===== config.mk =====
export PLATFORM = sky130hd
export DESIGN_NAME = dsp_mac_slice
export DESIGN_NICKNAME = d
export VERILOG_FILES = /design/src/rtl/dsp_operand_reg.v /design/src/rtl/dsp_mac_slice.v
export VERILOG_INCLUDE_DIRS = /design/src /design/src/rtl
export SDC_FILE = /design/constraint.sdc
export NUM_CORES = 2
export LEC_CHECK = 0
export BUFFER_PORTS_ARGS = -buffer_cell sky130_fd_sc_hd__clkbuf_2
export CORE_ASPECT_RATIO = 0.75
export CORE_MARGIN = 2
export CORE_UTILIZATION = 45
export CTS_BUF_LIST = sky130_fd_sc_hd__clkbuf_2
export DETAILED_ROUTE_END_ITERATION = 16
export HOLD_SLACK_MARGIN = 0.02
export PLACE_DENSITY_LB_ADDON = 0.25
export SETUP_SLACK_MARGIN = 0.5
export SYNTH_ARGS = -nofsm -noshare
export SYNTH_HDL_FRONTEND = slang
export SYNTH_SLANG_ARGS = --single-unit

===== constraint.sdc =====
create_clock -name clk_sys -period 25.7 [get_ports clk_sys]
set_clock_uncertainty 0.15 [all_clocks]
set_input_delay 3.855 -clock clk_sys [delete_from_list [all_inputs] [get_ports clk_sys]]
set_output_delay 3.855 -clock clk_sys [all_outputs]
set_load 0.01 [all_outputs]

===== src/rtl/dsp_slice_regs.vh =====
// Register offsets, field positions, reset values and widths of the
// multiply-accumulate slice.
// Assumes inclusion by bare name from the slice design files.
`ifndef DSP_SLICE_REGS_VH
`define DSP_SLICE_REGS_VH

// ****************************************************************
// Register offsets (byte addresses, one word each).
// ****************************************************************
`define REG_CTRL          8'h00
`define REG_STATUS        8'h04
`define REG_IRQ_MASK      8'h08
`define REG_RESULT_LO     8'h0C
`define REG_RESULT_HI     8'h10

// ****************************************************************
// Control register fields.
// ****************************************************************
`define CTRL_MODE_LSB     0
`define CTRL_MODE_MSB     1
`define CTRL_WIDTH_LSB    2
`define CTRL_WIDTH_MSB    3
`define CTRL_IN_REG       4
`define CTRL_PIPE_REG     5
`define CTRL_OUT_REG      6
`define CTRL_DYN          7
`define CTRL_SUB          8
`define CTRL_SHIFT        9
`define CTRL_BITS         10
`define CTRL_RESET        10'h070

// ****************************************************************
// Mode and width encodings.
// ****************************************************************
`define MODE_PLAIN        2'h0
`define MODE_ACCUM        2'h1
`define MODE_ADDSUB       2'h2
`define MODE_TOTAL        2'h3
`define WIDTH_X9          2'h0
`define WIDTH_X18         2'h1
`define WIDTH_X36         2'h2

// ****************************************************************
// Status and mask bits.
// ****************************************************************
`define ST_OVERFLOW       0
`define ST_INIT           1
`define ST_BITS           2
`define ST_RESET          2'h0

// ****************************************************************
// Datapath widths.
// ****************************************************************
`define OP_W              18
`define HALF_W            9
`define ACC_W             54
`define PROD_W            72

`endif


===== src/rtl/dsp_operand_reg.v =====
// One operand input register with parallel or shifted load and bypass.
// Assumes operands come from logic on the same clock.
`timescale 1ns/1ns
`include "dsp_slice_regs.vh"

module dsp_operand_reg (
    // Clock and control
    input  wire                clk_sys,
    input  wire                rst_n,
    input  wire                ce,
    // Load selection
    input  wire                sel_shift,
    input  wire                reg_en,
    // Data
    input  wire [`OP_W-1:0]    par_in,
    input  wire [`OP_W-1:0]    shift_in,
    output wire [`OP_W-1:0]    held,
    output wire [`OP_W-1:0]    op_out
);

    reg  [`OP_W-1:0] op_q;
    wire [`OP_W-1:0] op_d;

    assign op_d = sel_shift ? shift_in : par_in;

    always @(posedge clk_sys) begin
        if (!rst_n) begin
            op_q <= {`OP_W{1'b0}};
        end else if (ce) begin
            op_q <= op_d;
        end
    end

    // With the register bypassed the selected load passes straight through.
    assign held   = op_q;
    assign op_out = reg_en ? op_q : op_d;

endmodule


===== src/rtl/dsp_mac_slice.v =====
// Multiply slice: plain products, accumulate, dual-product add/subtract
// and add/subtract with cascade total, plus its register port.
// Assumes operands and controls come from fabric logic on clk_sys.
//
// Chosen here: the register offsets and strobed register access.
`timescale 1ns/1ns
`include "dsp_slice_regs.vh"

module dsp_mac_slice (
    // Clock, reset and enable
    input  wire                 clk_sys,
    input  wire                 rst_n,
    input  wire                 ce,
    // Register port
    input  wire [7:0]           reg_addr,
    input  wire [31:0]          reg_wdata,
    input  wire                 reg_wr,
    input  wire                 reg_rd,
    output reg  [31:0]          reg_rdata,
    output wire                 irq,
    // Operands
    input  wire [`OP_W-1:0]     first_pair_operand_x,
    input  wire [`OP_W-1:0]     first_pair_operand_y,
    input  wire [`OP_W-1:0]     second_pair_operand_x,
    input  wire [`OP_W-1:0]     second_pair_operand_y,
    // Shift chain
    input  wire [`OP_W-1:0]     shift_in_x,
    input  wire [`OP_W-1:0]     shift_in_y,
    output wire [`OP_W-1:0]     shift_out_x,
    output wire [`OP_W-1:0]     shift_out_y,
    // Dynamic controls
    input  wire                 dyn_subtract,
    input  wire                 dyn_shift_load,
    input  wire                 acc_load,
    input  wire [`ACC_W-1:0]    acc_init_value,
    // Cascade path
    input  wire [`ACC_W-1:0]    cascade_in,
    output wire [`ACC_W-1:0]    cascade_out,
    // Results
    output wire [`PROD_W-1:0]   plain_product,
    output wire [`ACC_W-1:0]    result,
    output wire                 overflow
);

    // ****************************************************************
    // Arithmetic helpers.
    // ****************************************************************
    function [2*`HALF_W-1:0] mul9;
        input [`HALF_W-1:0] a;
        input [`HALF_W-1:0] b;
        begin
            mul9 = $signed(a) * $signed(b);
        end
    endfunction

    function [2*`OP_W-1:0] mul18;
        input [`OP_W-1:0] a;
        input [`OP_W-1:0] b;
        begin
            mul18 = $signed(a) * $signed(b);
        end
    endfunction

    function [`ACC_W-1:0] sx18;
        input [2*`HALF_W-1:0] v;
        begin
            sx18 = {{(`ACC_W-2*`HALF_W){v[2*`HALF_W-1]}}, v};
        end
    endfunction

    function [`ACC_W-1:0] sx36;
        input [2*`OP_W-1:0] v;
        begin
            sx36 = {{(`ACC_W-2*`OP_W){v[2*`OP_W-1]}}, v};
        end
    endfunction

    function [`ACC_W-1:0] add_sub;
        input [`ACC_W-1:0] a;
        input [`ACC_W-1:0] b;
        input              sub;
        begin
            add_sub = sub ? a - b : a + b;
        end
    endfunction

    // ****************************************************************
    // Control and status registers.
    // ****************************************************************
    reg  [`CTRL_BITS-1:0] ctrl_q;
    reg  [`ST_BITS-1:0]   status_q;
    reg  [`ST_BITS-1:0]   mask_q;
    reg  [`ST_BITS-1:0]   status_set;
    reg  [`ACC_W-1:0]     res_q;
    reg                   ovf_q;

    wire [1:0] mode      = ctrl_q[`CTRL_MODE_MSB:`CTRL_MODE_LSB];
    wire [1:0] width     = ctrl_q[`CTRL_WIDTH_MSB:`CTRL_WIDTH_LSB];
    wire       in_reg_en = ctrl_q[`CTRL_IN_REG];
    wire       pipe_en   = ctrl_q[`CTRL_PIPE_REG];
    wire       dyn_en    = ctrl_q[`CTRL_DYN];
    wire       is_accum  = (mode == `MODE_ACCUM);
    wire       out_en    = ctrl_q[`CTRL_OUT_REG] | is_accum;

    wire       subtract   = dyn_en ? dyn_subtract : ctrl_q[`CTRL_SUB];
    wire       shift_load = dyn_en ? dyn_shift_load : ctrl_q[`CTRL_SHIFT];

    always @(posedge clk_sys) begin
        if (!rst_n) begin
            ctrl_q <= `CTRL_RESET;
            mask_q <= `ST_RESET;
        end else if (ce && reg_wr) begin
            if (reg_addr == `REG_CTRL) begin
                ctrl_q <= reg_wdata[`CTRL_BITS-1:0];
            end else if (reg_addr == `REG_IRQ_MASK) begin
                mask_q <= reg_wdata[`ST_BITS-1:0];
            end
        end
    end

    // A read clears the status word, but a new event in the same cycle stays set.
    always @(posedge clk_sys) begin
        if (!rst_n) begin
            status_q <= `ST_RESET;
        end else if (ce) begin
            if (reg_rd && reg_addr == `REG_STATUS) begin
                status_q <= status_set;
            end else begin
                status_q <= status_q | status_set;
            end
        end
    end

    always @(posedge clk_sys) begin
        if (!rst_n) begin
            reg_rdata <= 32'h0000_0000;
        end else if (ce) begin
            if (!reg_rd) begin
                reg_rdata <= 32'h0000_0000;
            end else if (reg_addr == `REG_CTRL) begin
                reg_rdata <= {{(32-`CTRL_BITS){1'b0}}, ctrl_q};
            end else if (reg_addr == `REG_STATUS) begin
                reg_rdata <= {{(32-`ST_BITS){1'b0}}, status_q};
            end else if (reg_addr == `REG_IRQ_MASK) begin
                reg_rdata <= {{(32-`ST_BITS){1'b0}}, mask_q};
            end else if (reg_addr == `REG_RESULT_LO) begin
                reg_rdata <= res_q[31:0];
            end else if (reg_addr == `REG_RESULT_HI) begin
                reg_rdata <= {ovf_q, {(63-`ACC_W){1'b0}}, res_q[`ACC_W-1:32]};
            end else begin
                reg_rdata <= 32'h0000_0000;
            end
        end
    end

    assign irq = |(status_q & mask_q);

    // ****************************************************************
    // Input registers and shift chain.
    // ****************************************************************
    wire [`OP_W-1:0] fx_out;
    wire [`OP_W-1:0] fy_out;
    wire [`OP_W-1:0] sx_out;
    wire [`OP_W-1:0] sy_out;
    wire [`OP_W-1:0] fx_held;
    wire [`OP_W-1:0] fy_held;

    // The first pair shifts in from the preceding slice, the second from the first.
    dsp_operand_reg u_first_x (
        .clk_sys   (clk_sys),
        .rst_n     (rst_n),
        .ce        (ce),
        .sel_shift (shift_load),
        .reg_en    (in_reg_en),
        .par_in    (first_pair_operand_x),
        .shift_in  (shift_in_x),
        .held      (fx_held),
        .op_out    (fx_out)
    );

    dsp_operand_reg u_first_y (
        .clk_sys   (clk_sys),
        .rst_n     (rst_n),
        .ce        (ce),
        .sel_shift (shift_load),
        .reg_en    (in_reg_en),
        .par_in    (first_pair_operand_y),
        .shift_in  (shift_in_y),
        .held      (fy_held),
        .op_out    (fy_out)
    );

    dsp_operand_reg u_second_x (
        .clk_sys   (clk_sys),
        .rst_n     (rst_n),
        .ce        (ce),
        .sel_shift (shift_load),
        .reg_en    (in_reg_en),
        .par_in    (second_pair_operand_x),
        .shift_in  (fx_held),
        .held      (shift_out_x),
        .op_out    (sx_out)
    );

    dsp_operand_reg u_second_y (
        .clk_sys   (clk_sys),
        .rst_n     (rst_n),
        .ce        (ce),
        .sel_shift (shift_load),
        .reg_en    (in_reg_en),
        .par_in    (second_pair_operand_y),
        .shift_in  (fy_held),
        .held      (shift_out_y),
        .op_out    (sy_out)
    );

    // ****************************************************************
    // Multipliers and pipeline register.
    // ****************************************************************
    wire [`PROD_W-1:0] prod_x9;
    wire [`PROD_W-1:0] prod_x18;
    wire [`PROD_W-1:0] prod_c;
    reg  [`PROD_W-1:0] prod_q;
    wire [`PROD_W-1:0] prod_s;

    // Narrow mode keeps four 9x9 products in 18-bit lanes, wide mode two 18x18.
    assign prod_x9  = {mul9(sx_out[17:9], sy_out[17:9]), mul9(sx_out[8:0], sy_out[8:0]),
                       mul9(fx_out[17:9], fy_out[17:9]), mul9(fx_out[8:0], fy_out[8:0])};
    assign prod_x18 = {mul18(sx_out, sy_out), mul18(fx_out, fy_out)};
    assign prod_c   = (width == `WIDTH_X9) ? prod_x9 : prod_x18;

    always @(posedge clk_sys) begin
        if (!rst_n) begin
            prod_q <= {`PROD_W{1'b0}};
        end else if (ce) begin
            prod_q <= prod_c;
        end
    end

    assign prod_s = pipe_en ? prod_q : prod_c;

    // ****************************************************************
    // Adders.
    // ****************************************************************
    wire [`ACC_W-1:0] term_a;
    wire [`ACC_W-1:0] term_b;
    wire [`ACC_W-1:0] pair_sum;
    wire [26:0]       hi_lane;
    wire [`ACC_W-1:0] wide_part;
    wire [`ACC_W:0]   acc_ext;

    // In 36-bit mode the two products form one half of the split multiply.
    assign wide_part = sx36(prod_s[35:0]) + {prod_s[71:36], 18'h0_0000};

    assign term_a = (width == `WIDTH_X9)  ? sx18(prod_s[17:0]) :
                    (width == `WIDTH_X36) ? wide_part : sx36(prod_s[35:0]);
    assign term_b = (width == `WIDTH_X9)  ? sx18(prod_s[53:36]) : sx36(prod_s[71:36]);

    assign pair_sum = add_sub(term_a, term_b, subtract);
    assign hi_lane  = subtract ? {{9{prod_s[35]}}, prod_s[35:18]} - {{9{prod_s[71]}}, prod_s[71:54]}
                               : {{9{prod_s[35]}}, prod_s[35:18]} + {{9{prod_s[71]}}, prod_s[71:54]};

    // One extra bit exposes a signed overflow of the wrapping accumulator.
    assign acc_ext = subtract ? {res_q[`ACC_W-1], res_q} - {term_a[`ACC_W-1], term_a}
                     : {res_q[`ACC_W-1], res_q} + {term_a[`ACC_W-1], term_a};

    assign cascade_out = pair_sum;

    // ****************************************************************
    // Result selection and output register.
    // ****************************************************************
    reg  [`ACC_W-1:0]  res_d;
    reg                ovf_d;
    reg  [`PROD_W-1:0] prod_out_q;

    always @* begin
        res_d = term_a;
        ovf_d = 1'b0;
        case (mode)
            `MODE_PLAIN: begin
                res_d = (width == `WIDTH_X36) ? term_a + cascade_in : term_a;
            end
            `MODE_ACCUM: begin
                if (acc_load) begin
                    res_d = acc_init_value;
                end else begin
                    res_d = acc_ext[`ACC_W-1:0];
                    ovf_d = acc_ext[`ACC_W] ^ acc_ext[`ACC_W-1];
                end
            end
            `MODE_ADDSUB: begin
                res_d = (width == `WIDTH_X9) ? {hi_lane, pair_sum[26:0]} : pair_sum;
            end
            default: begin
                res_d = pair_sum + cascade_in;
            end
        endcase
    end

    always @(posedge clk_sys) begin
        if (!rst_n) begin
            res_q      <= {`ACC_W{1'b0}};
            ovf_q      <= 1'b0;
            prod_out_q <= {`PROD_W{1'b0}};
        end else if (ce) begin
            res_q      <= res_d;
            ovf_q      <= ovf_d;
            prod_out_q <= prod_s;
        end
    end

    always @* begin
        status_set                = {`ST_BITS{1'b0}};
        status_set[`ST_OVERFLOW]  = ovf_d;
        status_set[`ST_INIT]      = is_accum & acc_load;
    end

    assign result        = out_en ? res_q : res_d;
    assign plain_product = ctrl_q[`CTRL_OUT_REG] ? prod_out_q : prod_s;
    assign overflow      = ovf_q;

endmodule


# Yosys cells after proc, flatten, opt, wreduce, memory -nomap -nowiden
# Index checks and enable logic that the tools add are counted.
[totals]
register_bits = 317
[classes]
add_sub_neg = 9
mul = 6
n_eq_ne = 7
mux = 33
bitwise_logic = 6
n_reduce_logical = 8
[ops]
columns = ["operator", "count"]
rows = [
  ["$mux W54", 8],
  ["$add A54 B54 Y54", 4],
  ["$mux W72", 3],
  ["$mux W32", 6],
  ["$pmux W54 S3", 1],
  ["$mux W18", 8],
  ["$mul A18 B18 Y36", 2],
  ["$mul A9 B9 Y18", 4],
  ["$add A54 B54 Y55", 1],
  ["$mux W55", 1],
  ["$sub A54 B54 Y55", 1],
  ["$sub A54 B54 Y54", 1],
  ["$mux W27", 1],
  ["$add A18 B18 Y19", 1],
  ["$sub A18 B18 Y19", 1],
  ["$eq A8 B4 Y1 const B", 2],
  ["$eq A8 B3 Y1 const B", 1],
  ["$eq A8 B5 Y1 const B", 1],
  ["$logic_not A8 Y1", 1],
  ["$eq A2 B2 Y1 const B", 2],
  ["$logic_not A2 Y1", 2],
  ["$mux W1", 4],
  ["$reduce_and A3 Y1", 1],
  ["$and A2 B2 Y2", 1],
  ["other kinds (10)", 11],
]

# Depth between registers and ports, before layout
[depth]
depth_word = 16
ltp_mapped = 70
mapped_depth_nobuf = 65

# Hierarchy
# Synthesis repeated with hierarchy kept, for this count alone.
[hier_totals]
cells_unflattened = 8488
hier_area_um2 = 67783.8
[modules_own_cells]
columns = ["mod", "instances", "cells_per_inst", "area_per_inst_um2"]
rows = [
  ["dsp_mac_slice", 1, 8088, 63269.4],
  ["dsp_operand_reg", 4, 100, 1128.6],
]

# Least setup slack after synthesis
# Ideal clock, no wire load.
[synth_path]
path_type = "input to output"
from = "input port dyn_shift_load"
to = "output port result[53]"
arrival_ps = 18080
t_required_ps = 21695
slack_ps = 3615
stages = 64
cell_sequence = "mux2i_1 > clkbuf_1 > buf_1 > clkbuf_1 > mux2_2 > mux2i_1 > nor2_1 > fa_1 > inv_1 > fa_1 > inv_1 > ha_1 > inv_1 > fa_1 > inv_1 > fa_1 > inv_1 > fa_1 > [28 not listed] > nor2_1 > o21ai_0 > o211ai_2 > xor2_1 > ha_1 > clkbuf_1 > a2111o_1 > a31oi_1 > a2bb2oi_1 > a21boi_0 > a311o_1 > a311oi_1 > o21ai_0 > xor2_1 > nor2_1 > nor3_1 > and4b_1 > nor3_1"
[synth_via]
elab_chain_cells = 14
[synth_rtl]
columns = ["item", "line", "text"]
rows = [
  ["from (decl)", "dsp_mac_slice.v:33", "input wire dyn_shift_load,"],
  ["$mux W1 (*)", "dsp_mac_slice.v:106", "wire shift_load = dyn_en ? dyn_shift_load : ctrl_q[`CTRL_SHIFT];"],
  ["$mux W18", "dsp_operand_reg.v:24", "assign op_d = sel_shift ? shift_in : par_in;"],
  ["$mux W18", "dsp_operand_reg.v:36", "assign op_out = reg_en ? op_q : op_d;"],
  ["$mul A18 B18 Y36 or $mul A9 B9 Y18 (tied branches)", "dsp_mac_slice.v:60, dsp_mac_slice.v:52", ""],
  ["$mux W72 (*)", "dsp_mac_slice.v:230", "assign prod_c = (width == `WIDTH_X9) ? prod_x9 : prod_x18;"],
  ["$mux W72 (*)", "dsp_mac_slice.v:240", "assign prod_s = pipe_en ? prod_q : prod_c;"],
  ["named net prod_s[19]", "dsp_mac_slice.v:224", "wire [`PROD_W-1:0] prod_s;"],
  ["$add A54 B54 Y54", "dsp_mac_slice.v:253", "assign wide_part = sx36(prod_s[35:0]) + {prod_s[71:36], 18'h0_0000};"],
  ["$mux W54 (*)", "dsp_mac_slice.v:256", "(width == `WIDTH_X36) ? wide_part : sx36(prod_s[35:0]);"],
  ["$mux W54 (*)", "dsp_mac_slice.v:255", "assign term_a = (width == `WIDTH_X9) ? sx18(prod_s[17:0]) :"],
  ["$add A54 B54 Y54 or $sub A54 B54 Y54 (tied branches)", "dsp_mac_slice.v:83", "add_sub = sub ? a - b : a + b;"],
  ["$mux W54 (*)", "dsp_mac_slice.v:83", ""],
  ["named net cascade_out[39]", "dsp_mac_slice.v:38", "output wire [`ACC_W-1:0] cascade_out,"],
  ["$add A54 B54 Y54 (*)", "dsp_mac_slice.v:295", "res_d = pair_sum + cascade_in;"],
  ["$pmux W54 S3 (*)", "dsp_mac_slice.v:279", "case (mode)"],
  ["$mux W54 (*)", "dsp_mac_slice.v:318", "assign result = out_en ? res_q : res_d;"],
  ["to (decl)", "dsp_mac_slice.v:41", "output wire [`ACC_W-1:0] result,"],
]
# The timed path passes the listed nets; every way through them passes the cells marked *.

# Worst setup path after layout
[layout_path]
from = "input port dyn_shift_load"
to = "output port result[53]"
[layout_via]
elab_chain_cells = 14
[layout_rtl]
columns = ["item", "line"]
rows = [
  ["$mux W1 (*)", "dsp_mac_slice.v:106"],
  ["$mux W18", "dsp_operand_reg.v:24"],
  ["$mux W18", "dsp_operand_reg.v:36"],
  ["$mul A18 B18 Y36 or $mul A9 B9 Y18 (tied branches)", "dsp_mac_slice.v:60, dsp_mac_slice.v:52"],
  ["$mux W72 (*)", "dsp_mac_slice.v:230"],
  ["$mux W72 (*)", "dsp_mac_slice.v:240"],
  ["named net prod_s[57]", "dsp_mac_slice.v:224"],
  ["$add A54 B54 Y54", "dsp_mac_slice.v:253"],
  ["$mux W54", "dsp_mac_slice.v:256"],
  ["$mux W54", "dsp_mac_slice.v:255"],
  ["$add A54 B54 Y54 (tied with other cells)", "dsp_mac_slice.v:83"],
  ["$mux W54 or $mux W55 (tied branches)", "dsp_mac_slice.v:83, dsp_mac_slice.v:264"],
  ["$add A54 B54 Y54 (tied with other cells)", "dsp_mac_slice.v:295"],
  ["$pmux W54 S3 (*)", "dsp_mac_slice.v:279"],
  ["$mux W54 (*)", "dsp_mac_slice.v:318"],
]
# Marked as above.

==> results.sh <==
export IMPL_outcome="finished clean"
export IMPL_synth_cell_types=114
export IMPL_syn_area_um2=67900
export IMPL_internal_power_w=0.00215
export IMPL_drt_total_wl_um=277000
export IMPL_clk_latency_ps=1460
export IMPL_final_cell_mix="1172 x inv_1, 1036 x nor2_1, 862 x nand2_1"
export IMPL_fp_dieW_um=452
export IMPL_critPathMaxStageDelay_ps=830
export IMPL_viasPerCell=5.94
export IMPL_setup_tns_ps=0
export IMPL_setup_viol=0
export IMPL_yosys_warnings=0
export IMPL_yosysTopAreaCell="fa_1"
export IMPL_grt_pass1_vias=64600
export IMPL_hold_violations=0
export IMPL_cts_max_level=3
export IMPL_place_gp_congestion=1.01
export IMPL_reg2reg_slack_ps=7930
export IMPL_final_max_slew_viol_count=0
export IMPL_tightest_slew_ps=1320
export IMPL_whs_ps=319
export IMPL_die_h_um=340
export IMPL_dpl_cell_count=10900
export IMPL_rsz0062_at_grt="no"
export IMPL_drc=0
export IMPL_finalNetCount=10700
export IMPL_crit_arrival_ps=20730
export IMPL_io_pin_count=514
export IMPL_start_util=0.453
export IMPL_via_count=65900
export IMPL_min_period_ps=24730
export IMPL_fin_area_um2=73700
export IMPL_r2r_start="ctrl_q[7]"
export IMPL_core_area_um2=150000
export IMPL_grt_max_degree=127
export IMPL_io_buffers=491
export IMPL_path_common_cell="fa_1"
export IMPL_clk_pin_slew_ps=90
export IMPL_slew_headroom=0.114
export IMPL_avgSynthCellArea_um2=7.86
export IMPL_grt_pass1_wl_um=412000
export IMPL_synth_top_area_share=0.238
export IMPL_drt_iter0_markers=7575
export IMPL_firstDrtPassIters=6
export IMPL_critPathRequiredTime_ps=21690
export IMPL_holdPathStages=2
export IMPL_die_area_um2=154000
export IMPL_cts_tree="done"
export IMPL_synth_seq_cells=317
export IMPL_path_class="in2out"
export IMPL_syn_instance_count=8632
export IMPL_grt_usage=0.355
export IMPL_ant_nets=0
export IMPL_combinationalPowerShare=0.785
export IMPL_cts_buffer_depth=3
export IMPL_switching_share=0.561
export IMPL_powerDensity_nw_per_um2=66.6
export IMPL_rr_endpoint="overflow"
export IMPL_total_power_w=0.00491
export IMPL_ir_worst_vdd_uv=39.8
export IMPL_synthArstFlopShare=0
export IMPL_path_max_fanout=23
export IMPL_p_switching_w=0.00276
export IMPL_clockPowerShare=0.098
export IMPL_min_delay_worst_endpoint="reg_rdata[29]"
export IMPL_grt_antenna_before_repair=14
export IMPL_hp_start="reg_rdata[29]"
export IMPL_rows=123
export IMPL_layout_cells_non_filler=11100
export IMPL_synth_nets=10300
export IMPL_seq_area_frac_synth=0.0935
export IMPL_final_common_cell="inv_1"
export IMPL_cts_made_buffers=97
export IMPL_placed_cell_area_um2=72700
export IMPL_dp_hpwl_um=224000
export IMPL_leakage_nw=35.4
export IMPL_drive_above_1_share=0.124
export IMPL_timing_critical_path_slowest_stage_cell="mux2i_2"
export IMPL_synth_main_ff_cell="dfxtp_1"
export IMPL_cap_violations=0
export IMPL_cts_sinks=317
export IMPL_max_freq_ghz=0.0404
export IMPL_reg2reg_depth=52
export IMPL_cts_root_buf="clkbuf_2"
export IMPL_ys_top_cells_by_area="fa_1 24%, ha_1 11%, dfxtp_1 9.4%"
export IMPL_end_kind="primary output"
export IMPL_wl_per_cell_um=25.0
export IMPL_grt_overflow_total=0
export IMPL_hp_class="reg2reg"
export IMPL_critPathLaunchType="input port"
export IMPL_period_share=0.962
export IMPL_synth_edf_count=0
export IMPL_seqPwrFrac=0.117
export IMPL_syn2layout_area_growth_pct=8.60
-- routing by layer --
metal	global-route usage	up-vias	part of all wire
met5	0	-	0.00014
met3	0.0782	514	0.11
met1	0.506	32200	0.43
li1	-	29800	-
met2	0.523	3338	0.42
met4	0.132	6	0.042
-- per-stage QoR --
| stage | setup slack, ps | utilization |
|---|---|---|
| finish | 969 | 0.492 |
| global route | 522 | 0.492 |
| CTS | 1400 | 0.491 |
| detailed placement | 1450 | 0.485 |
| global placement | 1560 | 0.485 |
| floorplan | 3610 | - |
-- power groups by stage --
| stage | registers (W) | logic [W] | clock network, W |
|---|---|---|---|
| after floorplan | 0.000563 | 0.00262 | 0 |
| after global placement | 0.000580 | 0.00374 | 0 |
| after detailed placement | 0.000582 | 0.00376 | 0 |
| after CTS | 0.000570 | 0.00380 | 0.000491 |
| after global routing | 0.000577 | 0.00422 | 0.000507 |
| final | 0.000574 | 0.00386 | 0.000480 |
-- registers in the layout, indices dropped and copies added, names as in the netlist --
name,cells
ctrl_q,10
mask_q,2
overflow,1
prod_out_q,72
prod_q,72
reg_rdata,32
res_q,54
status_q,2
u_first_x.held,18
u_first_y.held,18
u_second_x.held,18
u_second_y.held,18
-- worst max-delay path: cells and delay by family --
family          cells  cell delay (ps)
compound gates     15             4330
xor+xnor            3             1190
fa+ha+maj           9             4430
buf+inv             8             1100
mux                 4             2070
simple gates       15             3660
-- worst max path at each step --
stage | slack (ps) | cells after the start | end | startpoint
6_report | 970 | 54 | result[53] | dyn_shift_load
2_1_floorplan | 3610 | 64 | result[53] | dyn_shift_load
4_1_cts | 1400 | 55 | result[53] | dyn_shift_load
3_5_place_dp | 1450 | 55 | result[53] | dyn_shift_load
3_3_place_gp | 1560 | 58 | result[53] | dyn_shift_load
5_1_grt | 520 | 54 | result[53] | dyn_shift_load
-- cells by family (layout without fill, tap and decap cells) --
| group | after synthesis | in the layout | share of synthesized area |
|---|---|---|---|
| compound gates | 1921 | 1921 | 0.184 |
| xor+xnor | 426 | 426 | 0.0565 |
| fa+ha+maj | 1397 | 1397 | 0.347 |
| buf+inv | 1547 | 2000 | 0.0866 |
| flops | 317 | 317 | 0.0935 |
| mux | 378 | 378 | 0.0614 |
| other cells | 0 | 8 | 0 |
| simple gates | 2646 | 2646 | 0.171 |
-- synth_stat cells, drive strengths merged, types with 19 or more instances --
cell type  count
inv         1179
nor2        1040
nand2        864
fa           808
ha           588
a21oi        536
o21ai        422
dfxtp        317
xnor2        297
clkbuf       289
nor3         210
mux2         196
a21o         186
mux2i        171
xor2         123
nand3        109
a211oi       108
o21a          96
a31oi         80
buf           76
nand2b        66
o211ai        61
nor2b         54
and3          53
o31ai         51
and2          48
o21bai        47
or3           43
nand4         34
or2           34
a21boi        31
a221oi        22
a22oi         22
a2111oi       21
a311oi        21
a211o         19
-- what timing repair did --
item / 4_1_cts / 5_1_grt
endpoints found under the hold margin: 0 / 0
hold buffers: 0 / 0
endpoints found under the setup margin: 0 / 2
setup buffers: 0 / 0
resized for setup: 0 / 7
-- final cells by class --
| cell class | count | area (um2) |
|---|---|---|
| fillers | 14900 | 76200 |
| clock inverters | 42 | 270 |
| well taps | 2000 | 2500 |
| clock buffers | 135 | 676 |
| inverters | 1182 | 4460 |
| flip-flops and latches | 317 | 6360 |
| diodes | 8 | 20.0 |
| multi-input cells | 6768 | 55800 |
| repair buffers | 641 | 3620 |
Power figures use the tool's default switching activity.
